==> src/tuf_pkg.sv <==
package tuf_pkg;
  // byte lane width of the trace stream
  localparam int DATA_W = 8;
  // depth of the drain buffer in bytes
  localparam int BUF_DEPTH = 8;
  // number of external event outputs
  localparam int EVT_W = 4;
  // synchroniser length for pe status pins
  localparam int SYNC_STAGES = 2;
  // pe status pin positions after synchronising
  localparam int PIN_DEBUG = 0;
  localparam int PIN_WFI = 1;
  localparam int PIN_WFE = 2;
  localparam int PIN_W = 3;
  // reset values of control and status
  localparam logic RST_ENABLED = 1'b0;
  localparam logic RST_IDLE = 1'b1;
  localparam logic RST_STABLE = 1'b1;
  localparam logic RST_LOWPOWER = 1'b0;

  // flush sequencer states
  typedef enum logic [1:0] {
    TUF_FL_IDLE,
    TUF_FL_ENCODE,
    TUF_FL_DRAIN,
    TUF_FL_ACK
  } tuf_flush_st_t;
endpackage

==> src/tuf_trace_ctl.sv <==
`timescale 1ns/1ps
module tuf_trace_ctl #(
  parameter int DATA_W = tuf_pkg::DATA_W,
  parameter int BUF_DEPTH = tuf_pkg::BUF_DEPTH,
  parameter int EVT_W = tuf_pkg::EVT_W
) (
  // clock and reset
  input wire logic CLK_I,
  input wire logic RST_I,
  // enable controls
  input wire logic PROGRAM_ENABLE_BIT_I,
  input wire logic OS_LOCK_I,
  input wire logic LOWPOWER_OVERRIDE_BIT_I,
  // processor status pins, asynchronous
  input wire logic PE_WAIT_EVENT_INSTR_I,
  input wire logic PE_WAIT_INTERRUPT_INSTR_I,
  input wire logic PE_DEBUG_I,
  // barrier and trace buffer feature, same clock as the unit
  input wire logic TRACE_SYNC_BARRIER_I,
  input wire logic TRACE_PROHIBITED_I,
  input wire logic TRACE_BUFFER_FEATURE_I,
  input wire logic TRACE_BUFFER_ENABLE_I,
  // packet encoder side
  input wire logic ENC_VALID_I,
  input wire logic [DATA_W-1:0] ENC_DATA_I,
  input wire logic ENC_BUSY_I,
  input wire logic OVF_PENDING_I,
  input wire logic EVENT_ELEM_PENDING_I,
  output logic ENC_READY_O,
  output logic ENC_FLUSH_O,
  output logic GEN_ENABLE_O,
  // resources and external events
  input wire logic RES_BUSY_I,
  input wire logic [EVT_W-1:0] EVENT_I,
  output logic RES_RUN_O,
  output logic [EVT_W-1:0] EXTERNAL_EVENT_OUTPUT_O,
  // capture side byte stream and flush
  input wire logic TRC_READY_I,
  input wire logic FLUSH_REQ_I,
  output logic TRC_VALID_O,
  output logic [DATA_W-1:0] TRC_DATA_O,
  output logic FLUSH_ACK_O,
  // status
  output logic ENABLED_O,
  output logic STATUS_IDLE_FLAG_O,
  output logic MODEL_STABLE_FLAG_O,
  output logic LOWPOWER_O,
  output logic LP_HOLDOFF_O
);
  localparam int CNT_W = $clog2(BUF_DEPTH + 1);

  logic [tuf_pkg::PIN_W-1:0] pe_pins;
  logic pe_wfe;
  logic pe_wfi;
  logic pe_dbg;
  logic en_now;
  logic en_fall;
  logic enabled_ff;
  logic lp_ff;
  logic nxt_lp;
  logic lp_ok;
  logic lp_ready;
  logic int_pend_ff;
  logic int_trig;
  logic tsb_trig;
  logic need_ack_ff;
  logic out_vld_ff;
  logic [DATA_W-1:0] out_data_ff;
  logic [DATA_W-1:0] buf_data;
  logic [CNT_W-1:0] buf_cnt;
  logic [CNT_W-1:0] nxt_cnt;
  logic push;
  logic pop;
  logic drained;
  tuf_pkg::tuf_flush_st_t state_ff;
  tuf_pkg::tuf_flush_st_t nxt_state;

  // pe power and debug state arrive from another domain
  tuf_sync2 #(
    .WIDTH(tuf_pkg::PIN_W),
    .STAGES(tuf_pkg::SYNC_STAGES)
  ) u_pin_sync (
    .clk_i(CLK_I),
    .rst_i(RST_I),
    .d_i({PE_WAIT_EVENT_INSTR_I, PE_WAIT_INTERRUPT_INSTR_I, PE_DEBUG_I}),
    .q_o(pe_pins)
  );

  assign pe_wfe = pe_pins[tuf_pkg::PIN_WFE];
  assign pe_wfi = pe_pins[tuf_pkg::PIN_WFI];
  assign pe_dbg = pe_pins[tuf_pkg::PIN_DEBUG];

  // enable decode; low power plays no part, so enabled survives it
  assign en_now = PROGRAM_ENABLE_BIT_I & ~OS_LOCK_I;
  assign en_fall = enabled_ff & ~en_now;

  // drain buffer between encoder and capture port
  tuf_byte_buf #(
    .WIDTH(DATA_W),
    .DEPTH(BUF_DEPTH),
    .CNT_W(CNT_W)
  ) u_buf (
    .clk_i(CLK_I),
    .rst_i(RST_I),
    .push_i(push),
    .data_i(ENC_DATA_I),
    .pop_i(pop),
    .data_o(buf_data),
    .count_o(buf_cnt)
  );

  // draining keeps running after disable so nothing is stranded
  assign push = ENC_VALID_I & ENC_READY_O;
  assign pop = (buf_cnt != '0) & (~out_vld_ff | TRC_READY_I);
  assign nxt_cnt = buf_cnt + CNT_W'(push) - CNT_W'(pop);
  assign drained = (buf_cnt == '0) & ~out_vld_ff & ~ENC_VALID_I;

  // output register; a byte stands until the capture side takes it
  always_ff @(posedge CLK_I) begin
    if (RST_I) begin
      out_vld_ff <= 1'b0;
      out_data_ff <= '0;
    end else if (pop) begin
      out_vld_ff <= 1'b1;
      out_data_ff <= buf_data;
    end else if (TRC_READY_I) begin
      out_vld_ff <= 1'b0;
    end
  end

  assign TRC_VALID_O = out_vld_ff;
  assign TRC_DATA_O = out_data_ff;

  // ready follows exact next occupancy, so a push can never overrun
  always_ff @(posedge CLK_I) begin
    if (RST_I) begin
      ENC_READY_O <= 1'b0;
    end else begin
      ENC_READY_O <= (nxt_cnt < CNT_W'(BUF_DEPTH));
    end
  end

  // low power permission and readiness; paused resources mean no event in flight
  assign lp_ok = pe_wfe | pe_wfi | pe_dbg | ~en_now;
  assign lp_ready = lp_ok & ~LOWPOWER_OVERRIDE_BIT_I & ~RES_BUSY_I & ~ENC_BUSY_I
                    & drained & (state_ff == tuf_pkg::TUF_FL_IDLE);

  // stay in low power only while it stays permitted
  always_comb begin
    if (lp_ff) begin
      nxt_lp = lp_ok & ~LOWPOWER_OVERRIDE_BIT_I;
    end else begin
      nxt_lp = lp_ready;
    end
  end

  // low power state
  always_ff @(posedge CLK_I) begin
    if (RST_I) begin
      lp_ff <= tuf_pkg::RST_LOWPOWER;
    end else begin
      lp_ff <= nxt_lp;
    end
  end

  assign LOWPOWER_O = lp_ff;

  // generation, resources and events; none run while disabled or in low power
  // resources are only paused, never cleared, so re-enable resumes them
  always_ff @(posedge CLK_I) begin
    if (RST_I) begin
      enabled_ff <= tuf_pkg::RST_ENABLED;
      ENABLED_O <= tuf_pkg::RST_ENABLED;
      GEN_ENABLE_O <= 1'b0;
      RES_RUN_O <= 1'b0;
      EXTERNAL_EVENT_OUTPUT_O <= '0;
    end else begin
      enabled_ff <= en_now;
      ENABLED_O <= en_now;
      GEN_ENABLE_O <= en_now & ~nxt_lp;
      RES_RUN_O <= en_now & ~nxt_lp;
      EXTERNAL_EVENT_OUTPUT_O <= (en_now & ~nxt_lp) ? EVENT_I : '0;
    end
  end

  // internal flush causes; a new cause beats the clear of an earlier one
  assign tsb_trig = TRACE_SYNC_BARRIER_I & TRACE_PROHIBITED_I
                    & TRACE_BUFFER_FEATURE_I & TRACE_BUFFER_ENABLE_I;
  assign int_trig = en_fall | tsb_trig;

  // pending internal flush; a cause seen while idle starts the flush at once,
  // so only causes that arrive mid flush are kept, else each would run twice
  always_ff @(posedge CLK_I) begin
    if (RST_I) begin
      int_pend_ff <= 1'b0;
    end else if (int_trig & (state_ff != tuf_pkg::TUF_FL_IDLE)) begin
      int_pend_ff <= 1'b1;
    end else if (state_ff == tuf_pkg::TUF_FL_IDLE) begin
      int_pend_ff <= 1'b0;
    end
  end

  // flush sequencer: encode, drain, acknowledge if the capture side asked
  always_comb begin
    nxt_state = state_ff;
    unique case (state_ff)
      tuf_pkg::TUF_FL_IDLE: begin
        if (FLUSH_REQ_I | int_pend_ff | int_trig) begin
          nxt_state = tuf_pkg::TUF_FL_ENCODE;
        end
      end
      tuf_pkg::TUF_FL_ENCODE: begin
        // overflow element and partial packets must be out of the encoder
        if (~ENC_BUSY_I & ~OVF_PENDING_I) begin
          nxt_state = tuf_pkg::TUF_FL_DRAIN;
        end
      end
      tuf_pkg::TUF_FL_DRAIN: begin
        // a halting cause must see generation off before the answer
        if (drained & ~ENC_BUSY_I & (en_now | ~GEN_ENABLE_O)) begin
          nxt_state = need_ack_ff ? tuf_pkg::TUF_FL_ACK : tuf_pkg::TUF_FL_IDLE;
        end
      end
      tuf_pkg::TUF_FL_ACK: begin
        if (~FLUSH_REQ_I) begin
          nxt_state = tuf_pkg::TUF_FL_IDLE;
        end
      end
    endcase
  end

  // sequencer state and whether the capture side waits for an answer
  always_ff @(posedge CLK_I) begin
    if (RST_I) begin
      state_ff <= tuf_pkg::TUF_FL_IDLE;
      need_ack_ff <= 1'b0;
    end else begin
      state_ff <= nxt_state;
      if (state_ff == tuf_pkg::TUF_FL_IDLE) begin
        need_ack_ff <= FLUSH_REQ_I;
      end else if (FLUSH_REQ_I) begin
        need_ack_ff <= 1'b1;
      end
    end
  end

  // flush handshake outputs, registered from the next state
  always_ff @(posedge CLK_I) begin
    if (RST_I) begin
      ENC_FLUSH_O <= 1'b0;
      FLUSH_ACK_O <= 1'b0;
    end else begin
      ENC_FLUSH_O <= (nxt_state == tuf_pkg::TUF_FL_ENCODE);
      FLUSH_ACK_O <= (nxt_state == tuf_pkg::TUF_FL_ACK);
    end
  end

  // status flags; idle waits for events, encoder, buffer and flush to finish
  always_ff @(posedge CLK_I) begin
    if (RST_I) begin
      STATUS_IDLE_FLAG_O <= tuf_pkg::RST_IDLE;
      MODEL_STABLE_FLAG_O <= tuf_pkg::RST_STABLE;
    end else begin
      STATUS_IDLE_FLAG_O <= ~en_now & ~GEN_ENABLE_O & drained & ~ENC_BUSY_I
                            & ~EVENT_ELEM_PENDING_I & ~int_pend_ff
                            & (state_ff == tuf_pkg::TUF_FL_IDLE);
      MODEL_STABLE_FLAG_O <= ~en_now & ~RES_RUN_O & ~RES_BUSY_I;
    end
  end

  // ask the pe to wait only while enabled, not overridden and not ready
  // limitation: the pe may ignore the hold-off; the unit then follows it late
  always_ff @(posedge CLK_I) begin
    if (RST_I) begin
      LP_HOLDOFF_O <= 1'b0;
    end else begin
      LP_HOLDOFF_O <= en_now & ~LOWPOWER_OVERRIDE_BIT_I
                      & (pe_wfe | pe_wfi) & ~lp_ready & ~lp_ff;
    end
  end
endmodule

==> src/tuf_sync2.sv <==
`timescale 1ns/1ps
module tuf_sync2 #(
  parameter int WIDTH = 1,
  parameter int STAGES = tuf_pkg::SYNC_STAGES
) (
  // clock and reset
  input wire logic clk_i,
  input wire logic rst_i,
  // asynchronous levels in, synchronised levels out
  input wire logic [WIDTH-1:0] d_i,
  output logic [WIDTH-1:0] q_o
);
  logic [WIDTH-1:0] stage_ff [STAGES];

  // only the next stage reads each stage, so metastability cannot fan out
  always_ff @(posedge clk_i) begin
    if (rst_i) begin
      for (int i = 0; i < STAGES; i++) begin
        stage_ff[i] <= '0;
      end
    end else begin
      stage_ff[0] <= d_i;
      for (int i = 1; i < STAGES; i++) begin
        stage_ff[i] <= stage_ff[i-1];
      end
    end
  end

  assign q_o = stage_ff[STAGES-1];
endmodule

==> src/tuf_byte_buf.sv <==
`timescale 1ns/1ps
module tuf_byte_buf #(
  parameter int WIDTH = tuf_pkg::DATA_W,
  parameter int DEPTH = tuf_pkg::BUF_DEPTH,
  parameter int CNT_W = $clog2(DEPTH + 1)
) (
  // clock and reset
  input wire logic clk_i,
  input wire logic rst_i,
  // fill side
  input wire logic push_i,
  input wire logic [WIDTH-1:0] data_i,
  // drain side
  input wire logic pop_i,
  output logic [WIDTH-1:0] data_o,
  output logic [CNT_W-1:0] count_o
);
  localparam int PTR_W = (DEPTH > 1) ? $clog2(DEPTH) : 1;
  logic [WIDTH-1:0] mem [DEPTH];
  logic [PTR_W-1:0] wr_ptr_ff;
  logic [PTR_W-1:0] rd_ptr_ff;
  logic [CNT_W-1:0] count_ff;

  // pointer wrap; depth need not be a power of two
  function automatic logic [PTR_W-1:0] ptr_inc(input logic [PTR_W-1:0] p);
    ptr_inc = (p == PTR_W'(DEPTH - 1)) ? '0 : p + 1'b1;
  endfunction

  // storage; the caller never pushes when full nor pops when empty
  always_ff @(posedge clk_i) begin
    if (push_i) begin
      mem[wr_ptr_ff] <= data_i;
    end
  end

  // pointers and occupancy
  always_ff @(posedge clk_i) begin
    if (rst_i) begin
      wr_ptr_ff <= '0;
      rd_ptr_ff <= '0;
      count_ff <= '0;
    end else begin
      if (push_i) wr_ptr_ff <= ptr_inc(wr_ptr_ff);
      if (pop_i) rd_ptr_ff <= ptr_inc(rd_ptr_ff);
      count_ff <= count_ff + CNT_W'(push_i) - CNT_W'(pop_i);
    end
  end

  assign data_o = mem[rd_ptr_ff];
  assign count_o = count_ff;
endmodule

==> config.mk <==
export PLATFORM = sky130hd
export DESIGN_NAME = tuf_trace_ctl
export DESIGN_NICKNAME = d
export VERILOG_FILES = /design/src/tuf_pkg.sv /design/src/tuf_trace_ctl.sv /design/src/tuf_sync2.sv /design/src/tuf_byte_buf.sv
export SDC_FILE = /design/constraint.sdc
export NUM_CORES = 1
export LEC_CHECK = 0
export ABC_AREA = 1
export BUFFER_PORTS_ARGS = -buffer_cell sky130_fd_sc_hd__buf_2
export CORE_MARGIN = 5
export CORE_UTILIZATION = 45
export DETAILED_ROUTE_END_ITERATION = 7
export PLACE_DENSITY = 0.6
export SLEW_MARGIN = 20
export SYNTH_ARGS = -nofsm -noshare
export SYNTH_HDL_FRONTEND = slang
export SYNTH_SLANG_ARGS = --single-unit
export TNS_END_PERCENT = 100
==> constraint.sdc <==
create_clock -name CLK_I -period 2.4 [get_ports CLK_I]
set_input_delay 0.24 -clock CLK_I [delete_from_list [all_inputs] [get_ports CLK_I]]
set_output_delay 0.24 -clock CLK_I [all_outputs]
set_load 0.01 [all_outputs]
== Yosys cells after proc, flatten, opt, wreduce, memory -nomap -nowiden ==
Memory sizes are Yosys's and may differ from the RTL's. A register that Yosys moved wholly into a read port is not among the register bits.
Cells that the tools add are included.

* Register bits: 28
* Memory bits (writable): 70
* Bits of input ports: 31
* Output and inout port bits: 23
* Word-level logic and storage cells: 116
* Memories kept: 2

{| class="wikitable"
|+ Memory list
! name !! depth !! bits a word !! read ports !! clocked after memory_dff !! write ports !! RTL line !! text
|-
| u_buf.mem || 8 || 8 || 1 || 1 || 1 || tuf_byte_buf.sv:19 || <nowiki>logic [WIDTH-1:0] mem [DEPTH];</nowiki>
|-
| u_pin_sync.stage_ff || 2 || 3 || 2 || 0 || 2 || tuf_sync2.sv:13 || <nowiki>logic [WIDTH-1:0] stage_ff [STAGES];</nowiki>
|}

* $add $sub $neg: 4
* Magnitude comparators: 1
* Equal/unequal tests: 7
* Multiplexer cells: 22
* Bitwise logic cells: 55
* Reduce and logical (&&, ||, !) cells: 8

{| class="wikitable"
|+ Operators with widths
! operator !! number
|-
| bitwise AND 1 bit || 30
|-
| NOT 1 bit || 15
|-
| two-way mux 1 bit || 12
|-
| two-way mux 3 bit || 4
|-
| two-way mux 2 bit || 5
|-
| OR 1 bit || 10
|-
| one-hot mux 2 bit (4 select lines) || 1
|-
| nonzero test 2 bit || 4
|-
| adder 3 x 1 -> 3 bit (second input constant) || 2
|-
| == test 2 bit (second input constant) || 3
|-
| == test 3 bit (second input constant) || 2
|-
| adder 4 x 1 -> 4 bit || 1
|-
| == test 2 x 1 -> 1 bit (second input constant) || 2
|-
| zero test 4 bit || 1
|-
| less-than comparator 4 bit (second input constant) || 1
|-
| nonzero test 4 bit || 1
|-
| subtractor 4 x 1 -> 4 bit || 1
|-
| zero test 2 bit || 1
|-
| OR reduction 2 bit || 1
|}

== Depth between registers and ports, before layout ==
Gate-level depths: netlist (run 1).

* Depth in word-level cells: 14
* Depth in mapped cells: 12
* Depth with buffers taken out: 12

== Hierarchy ==
A second synthesis (run 1) with hierarchy kept.

* Cells, all modules: 535
* Area total of the unflattened synthesis: 4,838.4 µm²

{| class="wikitable"
|+ By module, submodules not included
! module !! instances !! cells each !! area an instance (µm²) !! sequential area each (µm²)
|-
| tuf_byte_buf || 1 || 361 || 3,487.1 || 2,182.1
|-
| tuf_trace_ctl || 1 || 153 || 1,163.6 || 520.5
|-
| tuf_sync2 || 1 || 21 || 187.7 || 120.1
|}

== Worst setup path before layout (run 1) ==
Ideal clock, no wire load.

* Kind: reg-to-reg
* From: register u_buf.count_ff[2] (netlist: u_buf.count_o[2])
* To: register u_buf.count_ff[2] (netlist: u_buf.count_o[2])
* Setup time: 0.128 ns
* Data arrival time: 1.814 ns
* Data required time: 2.272 ns
* Slack: 0.458 ns
* Cell stages (with the launch flop): 12
* Path buffers: 0
* Period minus slack after synthesis: 1.942 ns
* Cells stage by stage: dfxtp_1 > inv_1 > ha_1 > nand3_1 > nand2_2 > inv_2 > ha_1 > inv_1 > ha_1 > fa_1 > xnor2_1 > nor2_1

* Word-level cells in the longest chain between the ends: 3
* Elaborated cells between the ends (all ways): 4
* Those cells by class: add/sub (2); bitwise (1); reduce/logical (1)

{| class="wikitable"
|+ Ends and longest elaborated chain
! item !! RTL line !! text
|-
| from (decl) || tuf_byte_buf.sv:22 || <nowiki>logic [CNT_W-1:0] count_ff;</nowiki>
|-
| from (signal assigned) || tuf_byte_buf.sv:45 || <nowiki>count_ff <= count_ff + CNT_W'(push_i) - CNT_W'(pop_i);</nowiki>
|-
| nonzero test 4 bit || tuf_trace_ctl.sv:114 || <nowiki>assign pop = (buf_cnt != '0) & (~out_vld_ff | TRC_READY_I);</nowiki>
|-
| bitwise AND 1 bit || tuf_trace_ctl.sv:114 ||
|-
| via pop || tuf_trace_ctl.sv:73 || <nowiki>logic pop;</nowiki>
|-
| subtractor 4 x 1 -> 4 bit || tuf_byte_buf.sv:45 ||
|}

The timed path passes the listed nets, and every way through them passes these cells.
A chain may end at the register's enable or synchronous reset.

== Final worst setup path (run 1) ==
Same ends and word-level chain as after synthesis.

==> impl_metrics.toml, run 1 <==
[logic_synthesis]
yosysTopAreaCell = "edfxtp_1"
ys_types = 26
yosysTopAreaCellShare = 0.435
synth_seq_area_share = 0.626
netlist_instances = 470
synth_nets = 511
synth_area_mm2 = 0.00441
synth-seq-cells = 106
ys_warn_count = 0
synth_area_leaders = "edfxtp_1 44%, dfxtp_1 19%, nand2_1 10%"
avgSynthCellArea_um2 = 9.39

[status]
status = "completed"

[setup_path]
path_class = "flop to flop"
worstPathCellList = "inv_1, ha_1, nand3_1, nand2_2, inv_2, ha_1, inv_1, ha_1, fa_1, xnor2_1, nor2_1"
cp_top_family = "adder cells"
cp.required_ns = 2.66
crit_buf_inv = 3
path_max_fanout = 2
worstPathArrival_ns = 2.25
worstSetupStartpointType = "flop"
critPathCaptureType = "flop"
crit_top_cell = "ha_1"
critPathSlowestCell = "fa_1"
max_stage_delay_ns = 0.38

[sta]
setup-tns-final_ns = 0
min_period_ns = 1.99
final_max_slew_viol_count = 0
rsz0062_at_grt = "no"
setup_viol = 0
fmax_mhz = 502
hold_ws_ns = 0.0663
finalCritPeriodShare = 0.830
slew_headroom = 0.559
clock-skew-final_ns = 0.0126
worstMarginPinSlew_ns = 0.661
hold_viol_final = 0

[floorplanning]
dieArea_mm2 = 0.0119
start_util = 0.456
coreArea_mm2 = 0.00968
die_y_um = 109
pin_count = 54
die_w_um = 109
placementRows = 36

[drt]
drt.antenna.violating_nets = 0
vias_per_cell = 4.61
wl_per_cell_um = 13.5
drt_iter0_markers = 208
vias = 3093
drt_first_pass_iters = 4
wirelength_mm = 9.03
route.detailed.drc = 0

[run]
maxCapViolCount = 0

[power]
pwr_density_cell_mw_per_mm2 = 967
p_leak_nw = 2.35
power_mw = 4.85
peakVddDrop_uv = 337

[clocking]
cts.clk_slew.worst_paths_ns = 0.10
cts_root_buffer = "clkbuf_8"
tritoncts = "done"
cts.sinks = 106
htreeDepth = 3
cts_buffers = 9
holdBufCountCts = 0
cts_buffer_depth = 2
post_cts_resized = 0
cts_setup_buffers = 0
clk_latency_ns = 0.37

[cells_and_area]
layout_commonest_cell = "nand2_1"
drive_gt1_frac = 0.164
synthToLayoutAreaGrowth_pct = 13.6
fin_cells = 671
layout_common_cells = "119 x nand2_1, 85 x inv_1, 64 x edfxtp_1"
layout.nets = 574
antenna-diode-count = 0

[global_routing]
grt_first_pass_wirelength_mm = 14.3
grt_max_degree = 34
globalRoute.totalOverflow = 0
grt_usage = 0.163
antenna_found_initial = 0
grt_pass1_vias = 2838

[placement]
gp_congestion = 0.764
place_hpwl_mm = 5.97
portBuffers = 53
dp_cells = 655

[worst_hold_path]
hp-class = "primary input to flop"
-- synthesized netlist by cell type, drive strengths merged --
master	instances
nor2	39
dfxtp	42
nand4	2
nand3	55
inv	89
nand2	120
a21oi	17
o21ai	8
edfxtp	64
xor2	1
fa	1
nor3	2
clkinv	2
buf	14
and2	1
ha	9
xnor2	1
clkbuf	2
nor4	1
-- registers in the layout (all words and copies together) (netlist names) --
signal	count
int_pend_ff	1
u_pin_sync.stage_ff	6
RES_RUN_O	1
need_ack_ff	1
TRC_VALID_O	1
FLUSH_ACK_O	1
u_buf.mem	64
TRC_DATA_O	8
state_ff	2
u_buf.rd_ptr_ff	3
LP_HOLDOFF_O	1
MODEL_STABLE_FLAG_O	1
EXTERNAL_EVENT_OUTPUT_O	4
enabled_ff	1
STATUS_IDLE_FLAG_O	1
LOWPOWER_O	1
ENC_FLUSH_O	1
u_buf.count_o	4
ENC_READY_O	1
u_buf.wr_ptr_ff	3
-- per-stage QoR --
| stage | util | setup WS (ns) | cell area [um2] |
|---|---|---|---|
| 6_report | 0.518 | 0.409 | 5010 |
| 5_1_grt | 0.518 | 0.308 | 5010 |
| 4_1_cts | 0.518 | 0.408 | 5010 |
| 3_5_place_dp | 0.500 | 0.433 | 4840 |
| 3_3_place_gp | 0.500 | 0.489 | 4840 |
| 2_1_floorplan | - | 0.458 | 4410 |
-- layout make-up --
| class | instances | area [um2] |
|---|---|---|
| clock buffer | 12 | 145 |
| clock inverter | 4 | 26.3 |
| fill | 906 | 4670 |
| inverter | 91 | 348 |
| multi-input combinational | 257 | 1190 |
| sequential | 106 | 2760 |
| tap | 133 | 166 |
| timing repair buffer | 68 | 378 |
-- cells by family after synthesis --
logic type,after synthesis,share of synthesized area
fa+ha+maj,10,0.0300
buf+inv,107,0.105
xor+xnor,2,0.00397
flops,106,0.626
compound gates,25,0.0283
simple gates,220,0.207
-- power breakdown --
group | internal [mW] | switching, mW | total [mW]
sequential | 2.12 | 0.131 | 2.25
clock | 0.406 | 0.586 | 0.992
combinational | 0.584 | 1.02 | 1.60
-- path summary, 6_finish.rpt --
kind	start	cells after the start	slack, ns	endpoint
setup / recovery	u_buf.count_o[2]	11	0.41	u_buf.count_o[2]
hold / removal	PE_WAIT_EVENT_INSTR_I	3	0.07	u_pin_sync.stage_ff[0][2]
setup reg to reg	u_buf.count_o[2]	11	0.41	u_buf.count_o[2]
hold reg to reg	u_pin_sync.stage_ff[0][1]	2	0.41	u_pin_sync.stage_ff[0][4]
-- metal layers --
metal  up-vias  track usage  wire [um]
li1       1605            -          -
met1      1411        0.228       4060
met2        65        0.250       4350
met3        12       0.0243        476
met4         0       0.0748        146
met5         -            0          0
-- worst min-delay path: cells and delay by family --
family,cells,cell delay [ns]
buffers and inverters,2,0.10
and+or+nand+nor,1,0.06
(Power assumes the default switching activity.)
==> run 2: changes to the inputs <==
- PLACE_DENSITY: 0.6 -> 0.63
- clock period: 2.4 -> 1.8 ns (I/O delays scaled with it)
==> run 2 against run 1 <==
Against the previous run:
- the run now ends with setup timing left
- global-route usage rose by 0.32 points
- sequential power is 33% higher
- wire length is 0.97% higher
- setup slack worse by 0.43 ns
- fmax up 9.2%
- total power grew 39%
- non-clock buffer count grew 14
- final cell count grew 2.1%
- critical path depth unchanged
- hold slack worse by 0.047 ns
- largest power group unchanged
==> impl_metrics.toml, run 2 (same netlist as run 1, synthesis figures left out) <==
[setup_path]
cp.required_ns = 2.11
path_class = "flop to flop"
rr_endpoint = "u_buf.count_o[1]"
worstPathArrival_ns = 2.14
crit_end = "u_buf.count_o[1]"
r2r_slack_ns = -0.02
rr_worst_depth = 11
reg2reg_from = "u_buf.count_o[2]"
critPathCaptureType = "flop"
cp-startpoint = "u_buf.count_o[2]"
path_max_fanout = 2
worstSetupStartpointType = "flop"

[placement]
gp_congestion = 0.821
place_hpwl_mm = 6.20
portBuffers = 53
placed_area_mm2 = 0.00495

[cells_and_area]
largest_register = "u_buf.mem"
layout_common_cells = "118 x nand2_1, 82 x inv_1, 64 x edfxtp_1"
antenna-diode-count = 0
synthToLayoutAreaGrowth_pct = 17.8
stdcell_area_mm2 = 0.00520
drive_gt1_frac = 0.201
seq_area_mm2 = 0.00276
largest_reg_flops = 64
layout_commonest_cell = "nand2_1"
multiInputGateArea_mm2 = 0.00125
finish.utilization = 0.537
layout.nets = 588
fillers = 857

[clocking]
clk_latency_ns = 0.37
htreeDepth = 3
cts_buffers = 9
cts_root_buffer = "clkbuf_8"
cts_buffer_depth = 2
tritoncts = "done"
cts.sinks = 106
cts.clk_slew.worst_paths_ns = 0.10

[floorplanning]
coreArea_mm2 = 0.00968
die_y_um = 109
placementRows = 36
die_w_um = 109
start_util = 0.456
dieArea_mm2 = 0.0119
pin_count = 54

[global_routing]
grt_first_pass_wirelength_mm = 14.8
met2_usage = 0.269
grt_usage = 0.166
grt_pass1_vias = 3062
globalRoute.totalOverflow = 0
grt_util_met1 = 0.216
grt_max_degree = 34
use_met3 = 0.0355
antenna_found_initial = 0
busiest_layer = "met2"

[drt]
wirelength_mm = 9.12
drt_iter0_markers = 107
vias = 3165
wl_per_cell_um = 13.3
vias_per_cell = 4.62
route.detailed.drc = 0
drt.antenna.violating_nets = 0
drt_first_pass_iters = 4

[sta]
setup-tns-final_ns = -0.0535
rsz0062_at_grt = "yes"
final_max_slew_viol_count = 0
fmax_mhz = 548
finalCritPeriodShare = 1.01
layout_setup_ws_ns = -0.0236
setup_viol = 3
min_period_ns = 1.82
hold_viol_final = 0
worstMarginPinSlew_ns = 0.436
clock-skew-final_ns = 0.0129
slew_headroom = 0.709

[power]
peakVddDrop_uv = 548
switching_power_mw = 2.44
pwr_density_cell_mw_per_mm2 = 1300
power_mw = 6.75
clkPwrFrac = 0.191
p_leak_nw = 2.41
sequentialPowerShare = 0.442
p_int_mw = 4.32
netSwitchingFraction = 0.361
p_comb_frac = 0.367

[status]
status = "finished, violations left"
violations = "setup timing"

[run]
maxCapViolCount = 0

[worst_hold_path]
hp-class = "primary input to flop"
[run 2: cell count changes in the layout (fill, tap and decap cells not counted), sizes merged]
cell	before	now
buf	68	78
clkbuf	12	10
dlygate4sd3	0	4
clkinvlp	1	3
[run 2: worst max-delay path, stage by stage, from the launching register on]
cell	delay, ns
dfxtp_2	0.33
inv_2	0.06
ha_4	0.14
nand3_4	0.07
nand2_4	0.09
inv_6	0.03
ha_4	0.24
inv_2	0.03
ha_4	0.15
fa_2	0.52
inv_1	0.03
nor2_1	0.06
[run 2: how the worst min path moves through the flow]
stage / cells after the start / endpoint / slack, ns / from
after floorplan: 1 / u_buf.wr_ptr_ff[0] / 0.26 / RST_I
after global placement: 3 / u_pin_sync.stage_ff[0][1] / 0.38 / PE_WAIT_INTERRUPT_INSTR_I
after detailed placement: 3 / u_pin_sync.stage_ff[0][0] / 0.39 / PE_DEBUG_I
after CTS: 2 / MODEL_STABLE_FLAG_O / 0.002 / RES_BUSY_I
after global routing: 3 / EXTERNAL_EVENT_OUTPUT_O[1] / 0.004 / EVENT_I[1]
final: 3 / EXTERNAL_EVENT_OUTPUT_O[3] / 0.02 / EVENT_I[3]
[run 2: routing by layer]
| layer | vias up | part of all wire | routed length (um) |
|---|---|---|---|
| li1 | 1633 | - | - |
| met1 | 1462 | 0.45 | 4120 |
| met2 | 61 | 0.49 | 4470 |
| met3 | 9 | 0.045 | 413 |
| met4 | 0 | 0.013 | 114 |
| met5 | - | 0 | 0 |
[run 2: layout make-up]
type | instances | share of cell area
clock inverters | 6 | 0.00818
repair buffers | 82 | 0.0948
flip-flops and latches | 106 | 0.532
multi-input cells | 257 | 0.241
inverters | 91 | 0.0679
clock buffers | 10 | 0.0245
well taps | 133 | 0.0320
[run 2: power groups by stage]
| stage | Sequential, mW | Clock (mW) | Combinational (mW) |
|---|---|---|---|
| 6_report | 2.99 | 1.29 | 2.48 |
| 2_1_floorplan | 3.05 | 0 | 1.67 |
| 3_3_place_gp | 3.03 | 0 | 2.32 |
| 3_5_place_dp | 3.04 | 0 | 2.40 |
| 4_1_cts | 2.99 | 1.33 | 2.42 |
| 5_1_grt | 3.03 | 1.45 | 2.81 |
[run 2: stage by stage]
stage | worst slack, ns | cells | hold slack (ns)
detailed placement | -0.0830 | 663 | 0.391
finish | -0.0236 | 685 | 0.0189
global placement | -0.0481 | 663 | 0.380
floorplan | -0.0590 | 470 | 0.259
global route | -0.122 | 685 | 0.00360
CTS | -0.0842 | 683 | 0.00165
[run 2: what timing repair did]
item | 4_1_cts | 5_1_grt
pin swaps | 1 | 5
resized for setup | 0 | 7
gates cloned | 0 | 0
hold endpoints to repair | 3 | 1
setup endpoints to repair | 2 | 4
hold buffers | 3 | 1
buffers inserted | 1 | 1
==> run 3: changes to the inputs <==
- PLACE_DENSITY: 0.63 -> 0.69
==> run 3 against run 2 <==
Against the previous run:
- the flow still finishes with violations (setup timing)
- combinational power about the same
- hold slack better by 0.0028 ns
- sequential cell count unchanged
- register-to-register slack about the same
- die area unchanged
- clock skew down 0.0044 ns
- clock power up 15%
- final cell count down 0.44%
- largest power group unchanged
- highest routed layer unchanged
==> impl_metrics.toml, run 3 (same netlist as run 1, synthesis figures left out) <==
[power]
p_int_mw = 4.53
p_comb_frac = 0.360
switching_power_mw = 2.43
peakVddDrop_uv = 579
power_mw = 6.96
netSwitchingFraction = 0.349
sequentialPowerShare = 0.427
pwr_density_cell_mw_per_mm2 = 1340
clkPwrFrac = 0.212
p_leak_nw = 2.43

[placement]
place_hpwl_mm = 6.28
portBuffers = 53
dp_slack_ns = -0.0808
placed_area_mm2 = 0.00495
gp_congestion = 0.818

[sta]
setup_viol = 2
setup-tns-final_ns = -0.0418
slew_headroom = 0.764
min_period_ns = 1.84
layout_setup_ws_ns = -0.0372
finalCritPeriodShare = 1.02
fmax_mhz = 544
hold_viol_final = 0
clock-skew-final_ns = 0.00855
rsz0062_at_grt = "yes"
final_max_slew_viol_count = 0
hold_ws_ns = 0.0216
worstMarginPinSlew_ns = 0.353

[worst_hold_path]
hp-class = "primary input to flop"

[run]
maxCapViolCount = 0

[setup_path]
critPathCaptureType = "flop"
critPathSlowestCell = "fa_2"
worstSetupStartpointType = "flop"
crit_top_cell = "ha_4"
path_class = "flop to flop"
path_max_fanout = 2
cp_top_family = "adder cells"
worstPathArrival_ns = 2.14
max_stage_delay_ns = 0.52
cp.required_ns = 2.10
worstPathCellList = "inv_2, ha_4, nand3_4, nand2_4, inv_6, ha_4, inv_2, ha_4, fa_2, inv_1, nor2_1"
crit_buf_inv = 4

[clocking]
cts.clk_slew.worst_paths_ns = 0.10
cts_buffers = 9
holdBufCountCts = 0
cts_buffer_depth = 2
tritoncts = "done"
htreeDepth = 3
cts_root_buffer = "clkbuf_8"
cts.sinks = 106
clk_latency_ns = 0.36

[cells_and_area]
synthToLayoutAreaGrowth_pct = 18.1
largest_reg_flops = 64
layout_common_cells = "119 x nand2_1, 83 x inv_1, 64 x edfxtp_1"
layout.nets = 585
layout_commonest_cell = "nand2_1"
antenna-diode-count = 0
largest_register = "u_buf.mem"
fillers = 884
drive_gt1_frac = 0.199
stdcell_area_mm2 = 0.00521

[drt]
vias = 3223
drt_iter0_markers = 247
vias_per_cell = 4.73
drt_first_pass_iters = 4
drt.antenna.violating_nets = 0
route.detailed.drc = 0
wl_per_cell_um = 13.8
wirelength_mm = 9.40

[floorplanning]
coreArea_mm2 = 0.00968
dieArea_mm2 = 0.0119
pin_count = 54
die_y_um = 109
die_w_um = 109
start_util = 0.456
placementRows = 36

[global_routing]
grt_usage = 0.166
globalRoute.totalOverflow = 0
grt_pass1_vias = 3049
grt_max_degree = 34
grt_first_pass_wirelength_mm = 15.1
antenna_found_initial = 0

[status]
violations = "setup timing"
status = "finished, violations left"
run 3: worst paths after layout:
| path | from | end | slack [ns] | cells past startpoint |
|---|---|---|---|---|
| worst max register to register | u_buf.count_o[2] | u_buf.count_o[1] | -0.04 | 11 |
| worst min-delay path | PE_DEBUG_I | u_pin_sync.stage_ff[0][0] | 0.02 | 3 |
| worst min register to register | u_pin_sync.stage_ff[0][2] | u_pin_sync.stage_ff[0][5] | 0.40 | 2 |
| worst max-delay path | u_buf.count_o[2] | u_buf.count_o[1] | -0.04 | 11 |
run 3: power by group through the flow:
stage	clock (mW)	sequential (mW)	combinational [mW]
finish	1.48	2.97	2.51
global route	1.63	3.01	2.85
CTS	1.52	2.98	2.51
detailed placement	0	3.02	2.42
global placement	0	3.02	2.34
floorplan	0	3.05	1.67
run 3: tightest hold or removal path: stages:
cell	delay, ns
buf_2	0.09
inv_1	0.04
nor2_1	0.03
run 3: per-stage QoR:
step / instances / utilization
2_1_floorplan: 470 / -
3_3_place_gp: 662 / 0.511
3_5_place_dp: 662 / 0.511
4_1_cts: 681 / 0.537
5_1_grt: 682 / 0.538
6_report: 682 / 0.538
run 3: per-layer routing:
layer | GRT usage | wire, um | up-vias
met2 | 0.274 | 4720 | 68
met3 | 0.0355 | 490 | 8
li1 | - | - | 1620
met5 | 0 | 0 | -
met1 | 0.221 | 4080 | 1527
met4 | 0.0505 | 106 | 0
run 3: cell type report:
| type | count | area, um2 | area share |
|---|---|---|---|
| sequential | 106 | 2760 | 0.530 |
| clock buffer | 13 | 191 | 0.0367 |
| multi-input combinational | 257 | 1250 | 0.240 |
| inverter | 91 | 353 | 0.0677 |
| tap | 133 | 166 | 0.0319 |
| clock inverter | 3 | 16.3 | 0.00312 |
| timing repair buffer | 79 | 473 | 0.0907 |
run 3: repair_timing:
action / CTS / global route
pin swaps: 3 / 2
setup endpoints to repair: 2 / 4
resized for setup: 4 / 1
buffers inserted: 3 / 1
